## src/core/pcf_defines.svh

```systemverilog
/*
 * Constants of the power channel fault supervisor: codes, offsets and times.
 * Assumes it is included by its bare name before the package and the module.
 */
// What this block does
// - standby regulator picks 3.3V or 5V and turns on by pin, GPIO or bus
// - chip is enabled while the chip-enable pin is high, disabled when low
// - soft-reset command over the serial bus resets the whole chip
// - channel enabled by stored default, assigned GPIO input or bus enable bit
// - per input, warn and fault levels in 100mV steps; warn sets a flag
// - input at or below its fault level sets fault flag and stops all channels
// - both input supply measurements readable at 100mV per LSB
// - optional automatic restart once input rises above the warning level
// - junction temperature reported in Kelvin, 5 K per LSB, 200K to 520K
// - over-temperature warning set within 5 or 10 degrees of the fault level
// - over-temperature sets fault and warning, stops channels, bus stays alive
// - shutdown temperature level is 7 bits at 5 K per LSB
// - optional restart after over-temperature below a separate restart level
// - channel target is code times 50mV; measured output readable back
// - overvoltage watched while the channel runs, soft-start included; trip stops channel, sets flag
// - overvoltage margin 150-300mV up to 2.5V, 300-600mV above
// - overvoltage trip also stops every channel set to follow the faulted one
// - overvoltage-stopped channels stay off until the host re-enables them or the chip-enable pin drops
// - any fault or warning can be mapped onto a GPIO output
// - overvoltage stop is passive, or forced with low-side drive held on
// - overcurrent stops the channel and restarts it after 200ms
// - chip enable raises a ready level letting the serial bus acknowledge
// - on chip enable, always-on and GPIO-asserted channels turn on
`ifndef PCF_DEFINES_SVH
`define PCF_DEFINES_SVH
`define PCF_NCH           4
`define PCF_TGT_2V5       8'h32
`define PCF_OV_LO_BASE    9'h003
`define PCF_OV_HI_BASE    9'h006
`define PCF_OT_MARGIN_5   8'h01
`define PCF_OT_MARGIN_10  8'h02
`define PCF_OCP_DELAY_MS  200
`define PCF_CLK_PERIOD_NS 100
`define PCF_NS_PER_MS     1000000
`define PCF_OCP_CNT_W     21
`define PCF_CNT_ONE       21'h000001
`define PCF_CNT_ZERO      21'h000000
`define PCF_FLAG_W        14
`endif

```

## src/core/pcf_pkg.sv

```systemverilog
/*
 * Types of the power channel fault supervisor.
 * Assumes pcf_defines.svh is on the include path.
 */
`include "pcf_defines.svh"
package pcf_pkg;
	typedef enum logic [1:0] {CH_OFF, CH_RUN, CH_OV_HOLD, CH_OC_WAIT} pcf_ch_st_t;
	typedef struct packed {
		logic [7:0] target;
		logic [1:0] ov_sel;
		logic       forced;
		logic [3:0] follow;
	} pcf_ch_cfg_t;
	typedef struct packed {
		logic sel_5v;
		logic en_pin;
		logic en_gpio;
		logic en_bus;
	} pcf_stby_cfg_t;
	typedef struct packed {
		logic [1:0] uv_warn;
		logic [1:0] uv_fault;
		logic       ot_warn;
		logic       ot_fault;
		logic [3:0] ov_fault;
		logic [3:0] oc_fault;
	} pcf_flags_t;
endpackage

```

## src/core/pcf_supervisor.sv

```systemverilog
/*
 * Supervisor of a four-channel step-down controller: enable, soft reset,
 * channel enable sources, standby regulator, undervoltage, temperature,
 * overvoltage and overcurrent handling with flags and a GPIO fault line.
 * Assumes all inputs are synchronous to clock and that measurements arrive
 * already converted; the serial bus engine lives outside.
 */
`timescale 1ns/1ps
`include "pcf_defines.svh"
module pcf_supervisor
	import pcf_pkg::*;
#(
	parameter int unsigned OCP_DELAY_CYCLES =
		`PCF_OCP_DELAY_MS * (`PCF_NS_PER_MS / `PCF_CLK_PERIOD_NS)
) (
	// clock and reset
	input  wire logic                    clock,
	input  wire logic                    reset,
	// chip control
	input  wire logic                    chip_enable_pin,
	input  wire logic                    soft_reset_command,
	// channel enable sources
	input  wire logic [3:0]              nvm_default_en,
	input  wire logic [3:0]              gpio_assign_en,
	input  wire logic [3:0]              gpio_in,
	input  wire logic [3:0]              channel_enable_bus_bits,
	// standby regulator
	input  pcf_stby_cfg_t                standby_regulator_config,
	input  wire logic                    standby_gpio_in,
	input  wire logic                    standby_bus_en,
	// input supplies, 100mV per LSB
	input  wire logic [7:0]              input_supply_one,
	input  wire logic [7:0]              input_supply_two,
	input  wire logic [1:0][7:0]         input_undervoltage_warn_level,
	input  wire logic [1:0][7:0]         input_undervoltage_fault_level,
	input  wire logic                    uv_auto_restart,
	// temperature, 5 K per LSB
	input  wire logic [6:0]              junction_temp,
	input  wire logic [6:0]              thermal_shutdown_level,
	input  wire logic [6:0]              thermal_restart_level,
	input  wire logic                    ot_margin_10,
	input  wire logic                    ot_auto_restart,
	// channels, 50mV per LSB
	input  pcf_ch_cfg_t [3:0]            ch_cfg,
	input  wire logic [3:0][7:0]         channel_voltage,
	input  wire logic [3:0]              oc_trip,
	input  wire logic [`PCF_FLAG_W-1:0]  gpio_flag_map,
	// outputs
	output logic                         chip_ready_q,
	output logic                         standby_regulator_output_q,
	output logic                         standby_sel_5v_q,
	output logic [3:0]                   channel_run_q,
	output logic [3:0]                   low_side_gate_drive_q,
	output logic [3:0][7:0]              channel_ref_code_q,
	output logic [3:0][7:0]              channel_voltage_measure_q,
	output logic [7:0]                   input_one_measure_q,
	output logic [7:0]                   input_two_measure_q,
	output logic [6:0]                   junction_temp_measure_q,
	output pcf_flags_t                   protection_flag_status_q,
	output logic                         fault_gpio_q
);

	// ==========================================================
	// overvoltage limit decode
	function automatic logic [8:0] ov_limit(input pcf_ch_cfg_t c);
		if (c.target <= `PCF_TGT_2V5)
			ov_limit = 9'(c.target) + `PCF_OV_LO_BASE + 9'(c.ov_sel);
		else
			ov_limit = 9'(c.target) + `PCF_OV_HI_BASE + 9'({c.ov_sel, 1'b0});
	endfunction

	logic        rst;
	logic        chip_on;
	logic [1:0]  uv_warn;
	logic [1:0]  uv_fault;
	logic        ot_hit;
	logic        ot_near;
	logic [3:0]  ov_trip;
	logic [3:0]  ov_hit;
	logic [3:0]  req;
	logic [3:0]  bus_rise;
	logic [7:0]  ot_margin;

	// soft reset acts exactly like the pin reset, one cycle wide is enough
	assign rst       = reset | soft_reset_command;
	assign ot_margin = ot_margin_10 ? `PCF_OT_MARGIN_10 : `PCF_OT_MARGIN_5;
	assign uv_warn   = {input_supply_two <= input_undervoltage_warn_level[1],
		input_supply_one <= input_undervoltage_warn_level[0]};
	assign uv_fault  = {input_supply_two <= input_undervoltage_fault_level[1],
		input_supply_one <= input_undervoltage_fault_level[0]};
	assign ot_hit    = junction_temp >= thermal_shutdown_level;
	assign ot_near   = 8'(junction_temp) + ot_margin >= 8'(thermal_shutdown_level);

	genvar g;
	generate
		for (g = 0; g < `PCF_NCH; g++) begin : g_trip
			// compared in every state so soft-start is covered too
			assign ov_trip[g] = 9'(channel_voltage[g]) > ov_limit(ch_cfg[g]);
			assign req[g] = nvm_default_en[g] | (gpio_assign_en[g] & gpio_in[g]) |
				channel_enable_bus_bits[g];
		end
	endgenerate

	// ==========================================================
	// chip level: enable, lockouts, input and temperature flags
	logic       uv_lock_q, uv_lock_d;
	logic       ot_lock_q, ot_lock_d;
	logic [1:0] uvw_q, uvw_d, uvf_q, uvf_d;
	logic       otw_q, otw_d, otf_q, otf_d;
	logic       ready_d, stby_d;

	// live faults count as well, so channels stop on the edge that sets the lockout
	assign chip_on = chip_enable_pin & ~uv_lock_q & ~ot_lock_q &
		~(|uv_fault) & ~ot_hit;

	always_comb begin
		ready_d = chip_enable_pin;
		stby_d  = (standby_regulator_config.en_pin & chip_enable_pin) |
			(standby_regulator_config.en_gpio & standby_gpio_in) |
			(standby_regulator_config.en_bus & standby_bus_en);
		// uv warn follows the live condition and ot warn holds with ot fault; fault flags hold in the warn band or not below the restart level, a new hit always wins
		uvw_d = uv_warn;
		uvf_d = uv_fault | (uvf_q & uv_warn);
		uv_lock_d = uv_lock_q;
		if (|uv_fault)
			uv_lock_d = 1'b1;
		else if (uv_lock_q && uv_auto_restart && !(|uv_warn))
			uv_lock_d = 1'b0;
		// the serial side keeps running; only channels see the lockout
		otf_d = ot_hit | (otf_q & ~(junction_temp < thermal_restart_level));
		otw_d = ot_near | otf_d;
		ot_lock_d = ot_lock_q;
		if (ot_hit)
			ot_lock_d = 1'b1;
		else if (ot_lock_q && ot_auto_restart && junction_temp < thermal_restart_level)
			ot_lock_d = 1'b0;
		// without auto restart a lockout waits for the enable pin to drop
		if (!chip_enable_pin) begin
			uv_lock_d = |uv_fault;
			ot_lock_d = ot_hit;
		end
	end

	always_ff @(posedge clock) begin
		if (rst) begin
			uv_lock_q                  <= 1'b0;
			ot_lock_q                  <= 1'b0;
			uvw_q                      <= 2'h0;
			uvf_q                      <= 2'h0;
			otw_q                      <= 1'b0;
			otf_q                      <= 1'b0;
			chip_ready_q               <= 1'b0;
			standby_regulator_output_q <= 1'b0;
			standby_sel_5v_q           <= 1'b0;
			input_one_measure_q        <= 8'h00;
			input_two_measure_q        <= 8'h00;
			junction_temp_measure_q    <= 7'h00;
		end else begin
			uv_lock_q                  <= uv_lock_d;
			ot_lock_q                  <= ot_lock_d;
			uvw_q                      <= uvw_d;
			uvf_q                      <= uvf_d;
			otw_q                      <= otw_d;
			otf_q                      <= otf_d;
			chip_ready_q               <= ready_d;
			standby_regulator_output_q <= stby_d;
			standby_sel_5v_q           <= standby_regulator_config.sel_5v;
			input_one_measure_q        <= input_supply_one;
			input_two_measure_q        <= input_supply_two;
			junction_temp_measure_q    <= junction_temp;
		end
	end

	// ==========================================================
	// per-channel state: run, overvoltage hold, overcurrent wait
	pcf_ch_st_t                     st_q [4];
	pcf_ch_st_t                     st_d [4];
	logic [`PCF_OCP_CNT_W-1:0]      cnt_q [4];
	logic [`PCF_OCP_CNT_W-1:0]      cnt_d [4];
	logic [3:0]                     ovf_q, ovf_d, ocf_q, ocf_d;
	logic [3:0]                     bus_q, run_d, gl_d;
	logic [3:0][7:0]                ref_d;
	pcf_flags_t                     flags_d;

	assign bus_rise = channel_enable_bus_bits & ~bus_q;
	generate
		for (g = 0; g < `PCF_NCH; g++) begin : g_hit
			assign ov_hit[g] = ov_trip[g] & (st_q[g] == CH_RUN);
		end
	endgenerate

	always_comb begin
		ovf_d = ovf_q;
		ocf_d = ocf_q;
		for (int i = 0; i < `PCF_NCH; i++) begin
			st_d[i]  = st_q[i];
			cnt_d[i] = cnt_q[i];
			case (st_q[i])
				CH_OFF: begin
					if (chip_on && req[i])
						st_d[i] = CH_RUN;
				end
				CH_RUN: begin
					if (!chip_on || !req[i])
						st_d[i] = CH_OFF;
					else if (oc_trip[i]) begin
						st_d[i]  = CH_OC_WAIT;
						cnt_d[i] = `PCF_CNT_ZERO;
						ocf_d[i] = 1'b1;
					end
				end
				CH_OV_HOLD: begin
					if (bus_rise[i] || !chip_enable_pin) begin
						st_d[i]  = CH_OFF;
						ovf_d[i] = 1'b0;
					end
				end
				CH_OC_WAIT: begin
					// counting starts the cycle the drivers go off
					cnt_d[i] = cnt_q[i] + `PCF_CNT_ONE;
					if (cnt_q[i] == `PCF_OCP_CNT_W'(OCP_DELAY_CYCLES - 1) || !chip_on) begin
						st_d[i]  = CH_OFF;
						ocf_d[i] = 1'b0;
					end
				end
				default: st_d[i] = CH_OFF;
			endcase
			// overvoltage and followers take priority over any move but leaving the overvoltage hold
			if (st_q[i] != CH_OV_HOLD && (ov_hit[i] || |(ch_cfg[i].follow & ov_hit)))
				st_d[i] = CH_OV_HOLD;
			if (ov_hit[i])
				ovf_d[i] = 1'b1;
			run_d[i] = st_d[i] == CH_RUN;
			gl_d[i]  = st_d[i] == CH_OV_HOLD && ch_cfg[i].forced;
			ref_d[i] = run_d[i] ? ch_cfg[i].target : 8'h00;
		end
		flags_d = '{uv_warn: uvw_d, uv_fault: uvf_d, ot_warn: otw_d,
			ot_fault: otf_d, ov_fault: ovf_d, oc_fault: ocf_d};
	end

	always_ff @(posedge clock) begin
		if (rst) begin
			for (int i = 0; i < `PCF_NCH; i++) begin
				st_q[i]  <= CH_OFF;
				cnt_q[i] <= `PCF_CNT_ZERO;
			end
			ovf_q                     <= 4'h0;
			ocf_q                     <= 4'h0;
			bus_q                     <= 4'h0;
			channel_run_q             <= 4'h0;
			low_side_gate_drive_q     <= 4'h0;
			channel_ref_code_q        <= '0;
			channel_voltage_measure_q <= '0;
			protection_flag_status_q  <= '0;
			fault_gpio_q              <= 1'b0;
		end else begin
			st_q                      <= st_d;
			cnt_q                     <= cnt_d;
			ovf_q                     <= ovf_d;
			ocf_q                     <= ocf_d;
			bus_q                     <= channel_enable_bus_bits;
			channel_run_q             <= run_d;
			low_side_gate_drive_q     <= gl_d;
			channel_ref_code_q        <= ref_d;
			channel_voltage_measure_q <= channel_voltage;
			protection_flag_status_q  <= flags_d;
			fault_gpio_q              <= |(flags_d & gpio_flag_map);
		end
	end

	generate
		for (g = 0; g < `PCF_NCH; g++) begin : g_chk

		end
	endgenerate
endmodule

```

## config.mk

```make
export PLATFORM = sky130hd
export DESIGN_NAME = pcf_supervisor
export DESIGN_NICKNAME = d
export VERILOG_FILES = /design/src/core/pcf_pkg.sv /design/src/core/pcf_supervisor.sv
export VERILOG_INCLUDE_DIRS = /design/src /design/src/core
export SDC_FILE = /design/constraint.sdc
export NUM_CORES = 1
export LEC_CHECK = 0
export BUFFER_PORTS_ARGS = -buffer_cell sky130_fd_sc_hd__buf_4
export CAP_MARGIN = 20
export CORE_MARGIN = 3
export CORE_UTILIZATION = 30
export CTS_CLUSTER_DIAMETER = 80
export CTS_CLUSTER_SIZE = 12
export DETAILED_ROUTE_END_ITERATION = 10
export GPL_TIMING_DRIVEN = 0
export PLACE_DENSITY = 0.5
export SYNTH_ARGS = -nofsm -noshare
export SYNTH_HDL_FRONTEND = slang
export SYNTH_SLANG_ARGS = --single-unit
export TNS_END_PERCENT = 30
```

## constraint.sdc

```tcl
create_clock -name clock -period 6.45 [get_ports clock]
set_input_delay 1.29 -clock clock [delete_from_list [all_inputs] [get_ports clock]]
set_output_delay 1.29 -clock clock [all_outputs]
set_load 0.02 [all_outputs]
```

==> results_dict.tcl <==
set metrics [dict create \
    grt-ovfl-total 0 \
    seq_area_um2 4220 \
    ys_async_sr_fraction_pct 0 \
    die_h_um 206 \
    cts_max_level 1 \
    min_period_over_period_pct 87.5 \
    clkTransAtPathRegs_ps 60 \
    syn-cell-area_um2 12000 \
    yosysWarningCount 0 \
    critical_path_required_ps 6920 \
    max-vdd-ir-drop_uv 149 \
    cp.arrival_ps 6110 \
    cts_hold_buf 0 \
    reg2reg_depth 10 \
    switchingPower_uw 837 \
    synth-seq-cells 211 \
    maxCapViolCount 0 \
    syn-instance-count 1454 \
    crit_path_max_fanout 9 \
    ys_seq_area_share_pct 35.1 \
    synthTopCellsByArea "dfxtp_1, ha_1, and2_1" \
    setup_viol 0 \
    vias 11545 \
    layout-drive-gt1-share_pct 21.1 \
    seq_power_share_pct 42.2 \
    antenna_found_initial 3 \
    ctsResizeCount 0 \
    cts_buffer_depth 3 \
    numPortBuffers 315 \
    max_stage_delay_ps 650 \
    grt_max_degree 13 \
    end_kind "flip-flop" \
    p_int_mw 2.32 \
    std_cell_rows 72 \
    syn_nets 1793 \
    grt_pass1_wl_um 62700 \
    multi_input_area_um2 7160 \
    criticalPathCategory "in -> reg" \
    synth_most_common_cell "dfxtp_1" \
    drc 0 \
    numClockSinks 211 \
    synth_ff_type "dfxtp_1" \
    leakagePower_nw 7.10 \
    synth_top_cells_by_count "dfxtp_1, nor2_1, inv_1" \
    cpMostUsedCell "inv_1" \
    dieArea_um2 42500 \
    drv_slew 0 \
    grt_pass1_vias 11083 \
    cts_tree "done" \
    hpwl_um 33800 \
    die_x_um 206 \
    worst_slew_pin_slew_ps 1130 \
    worstPathCellList "buf_4, inv_1, ha_1, inv_1, ha_1, inv_1, fa_1, inv_1, a21oi_1, a21oi_1, nand4_1, xnor2_1, ha_1, and3_1, a221o_1, o221a_2, and2_1, o41ai_1, nand2_1, nor4bb_1, buf_2, and2_1" \
    grt_usage_pct 18.9 \
    cts_buffers 22 \
    crit_slowest_cell "o41ai_1" \
    p_clk_share_pct 40.7 \
    area_growth_pct 30.8 \
    post-place-cells 2287 \
    postCtsSetupBuffers 0 \
    p_per_area_nw_per_um2 201 \
    dr.pass1.iters 5 \
    synth.top_cell.area_share_pct 35.1 \
    synth_edf_count 0 \
    p_sw_share_pct 26.5 \
    worst-path-stages 22 \
    maxSlewHeadroom_pct 24.2 \
    hold_path_depth 1 \
    fillCellCount 3995 \
    comb_power_share_pct 17.1 \
    clock_latency_ps 530 \
    fin_nets 2132 \
    path_buf_inv 6 \
    fin_tns_setup_ps 0 \
    fmax_mhz 177 \
    synth_top_area_cell "dfxtp_1" \
    critical_path.startpoint_type "input port" \
    clock-root-buffer "clkbuf_16" \
    status "complete, no violations" \
    start_util_pct 30.8 \
    critPathTopFamily "compound AO/OA/AOI/OAI gates" \
    wl_per_cell_um 18.0 \
    skew_ps 15.0 \
    drt_iter0_markers 550 \
    pin_count 321 \
    period_needed_ps 5650 \
    hold_viol 0 \
    coreArea_um2 39100 \
    avgSynthCellArea_um2 8.27 \
    via_per_inst 4.98 \
    postRouteAntennaNets 0 \
    routabilityCongestion 0.839 \
    fin_cells 2318 \
    drt_wl_total_um 41800 \
    hold_path.class "reg -> reg" \
    synth.distinct_cells 78 \
    rsz0062_at_grt "no" \
]
metal layers:
| metal | vias up | global-route usage [%] | wire, um |
|---|---|---|---|
| li1 | 5779 | - | - |
| met1 | 5406 | 24.1 | 18400 |
| met2 | 309 | 33.3 | 19900 |
| met3 | 51 | 2.84 | 2480 |
| met4 | 0 | 5.14 | 946 |
| met5 | - | 0 | 0 |
worst reg2reg max path, cell delays in order, from the launching register on:
cell      delay (ps)
dfxtp_1          310
clkbuf_1         450
inv_1            110
o211a_1          160
o221a_2          170
and2_1           170
o41ai_1          650
nand2_1          210
nor4bb_1         400
buf_2            310
and2_1           160
stage by stage:
stage	hold slack [ps]	area [um^2]	setup slack [ps]	util, %	power [mW]
finish	468	15700	805	40.2	3.16
global route	490	15700	503	40.2	3.31
CTS	469	15700	804	40.2	3.20
detailed placement	460	15000	274	38.5	1.90
global placement	459	15000	307	38.5	1.89
floorplan	432	12000	1380	-	1.65
sequential cells by signal (all words and copies together) (netlist names), 6 cells and up:
| register | count |
|---|---|
| channel_voltage_measure_q | 32 |
| channel_ref_code_q | 32 |
| input_two_measure_q | 8 |
| junction_temp_measure_q | 7 |
| st_q | 8 |
| input_one_measure_q | 8 |
| protection_flag_status_q | 6 |
| cnt_q | 84 |
power by group through the flow:
stage / logic (mW) / clock network [mW] / registers, mW
after detailed placement: 0.543 / 0 / 1.36
after floorplan: 0.271 / 0 / 1.38
after global routing: 0.608 / 1.37 / 1.33
after global placement: 0.534 / 0 / 1.36
after CTS: 0.547 / 1.32 / 1.33
final: 0.541 / 1.28 / 1.33
final cells by class:
| cell class | count | share of cell area (%) |
|---|---|---|
| diodes | 2 | 0.0318 |
| well taps | 518 | 4.12 |
| inverters | 124 | 2.96 |
| multi-input cells | 1075 | 45.6 |
| flip-flops and latches | 211 | 26.9 |
| clock inverters | 3 | 0.414 |
| clock buffers | 26 | 3.92 |
| plain buffers | 44 | 1.11 |
| repair buffers | 315 | 15.0 |
cell usage in the layout (no fill, tap or decap), types with 60 or more instances in the layout:
cell type	synthesis	routed
ha_1	122	122
o21ai_0	82	82
a21oi_1	118	118
nand3_1	60	60
buf_4	1	316
dfxtp_1	211	211
nor2_1	138	138
inv_1	124	124
and2_1	95	95
nand2_1	100	100
cell families after synthesis:
group / after synthesis / synth area share, %
simple gates: 578 / 25.2
compound gates: 331 / 17.6
flops: 211 / 35.1
buf+inv: 168 / 5.32
fa+ha+maj: 131 / 14.2
xor+xnor: 33 / 2.40
mux: 2 / 0.177
path summary, 6_finish.rpt:
check	start	end	slack, ps
worst min register to register	cnt_q[40]	cnt_q[40]	470
worst min-delay path	cnt_q[40]	cnt_q[40]	470
worst max-delay path	ch_cfg[21]	channel_ref_code_q[0]	800
worst max register to register	st_q[5]	channel_ref_code_q[0]	3290
Note: power is estimated with default switching activity, not from simulation.
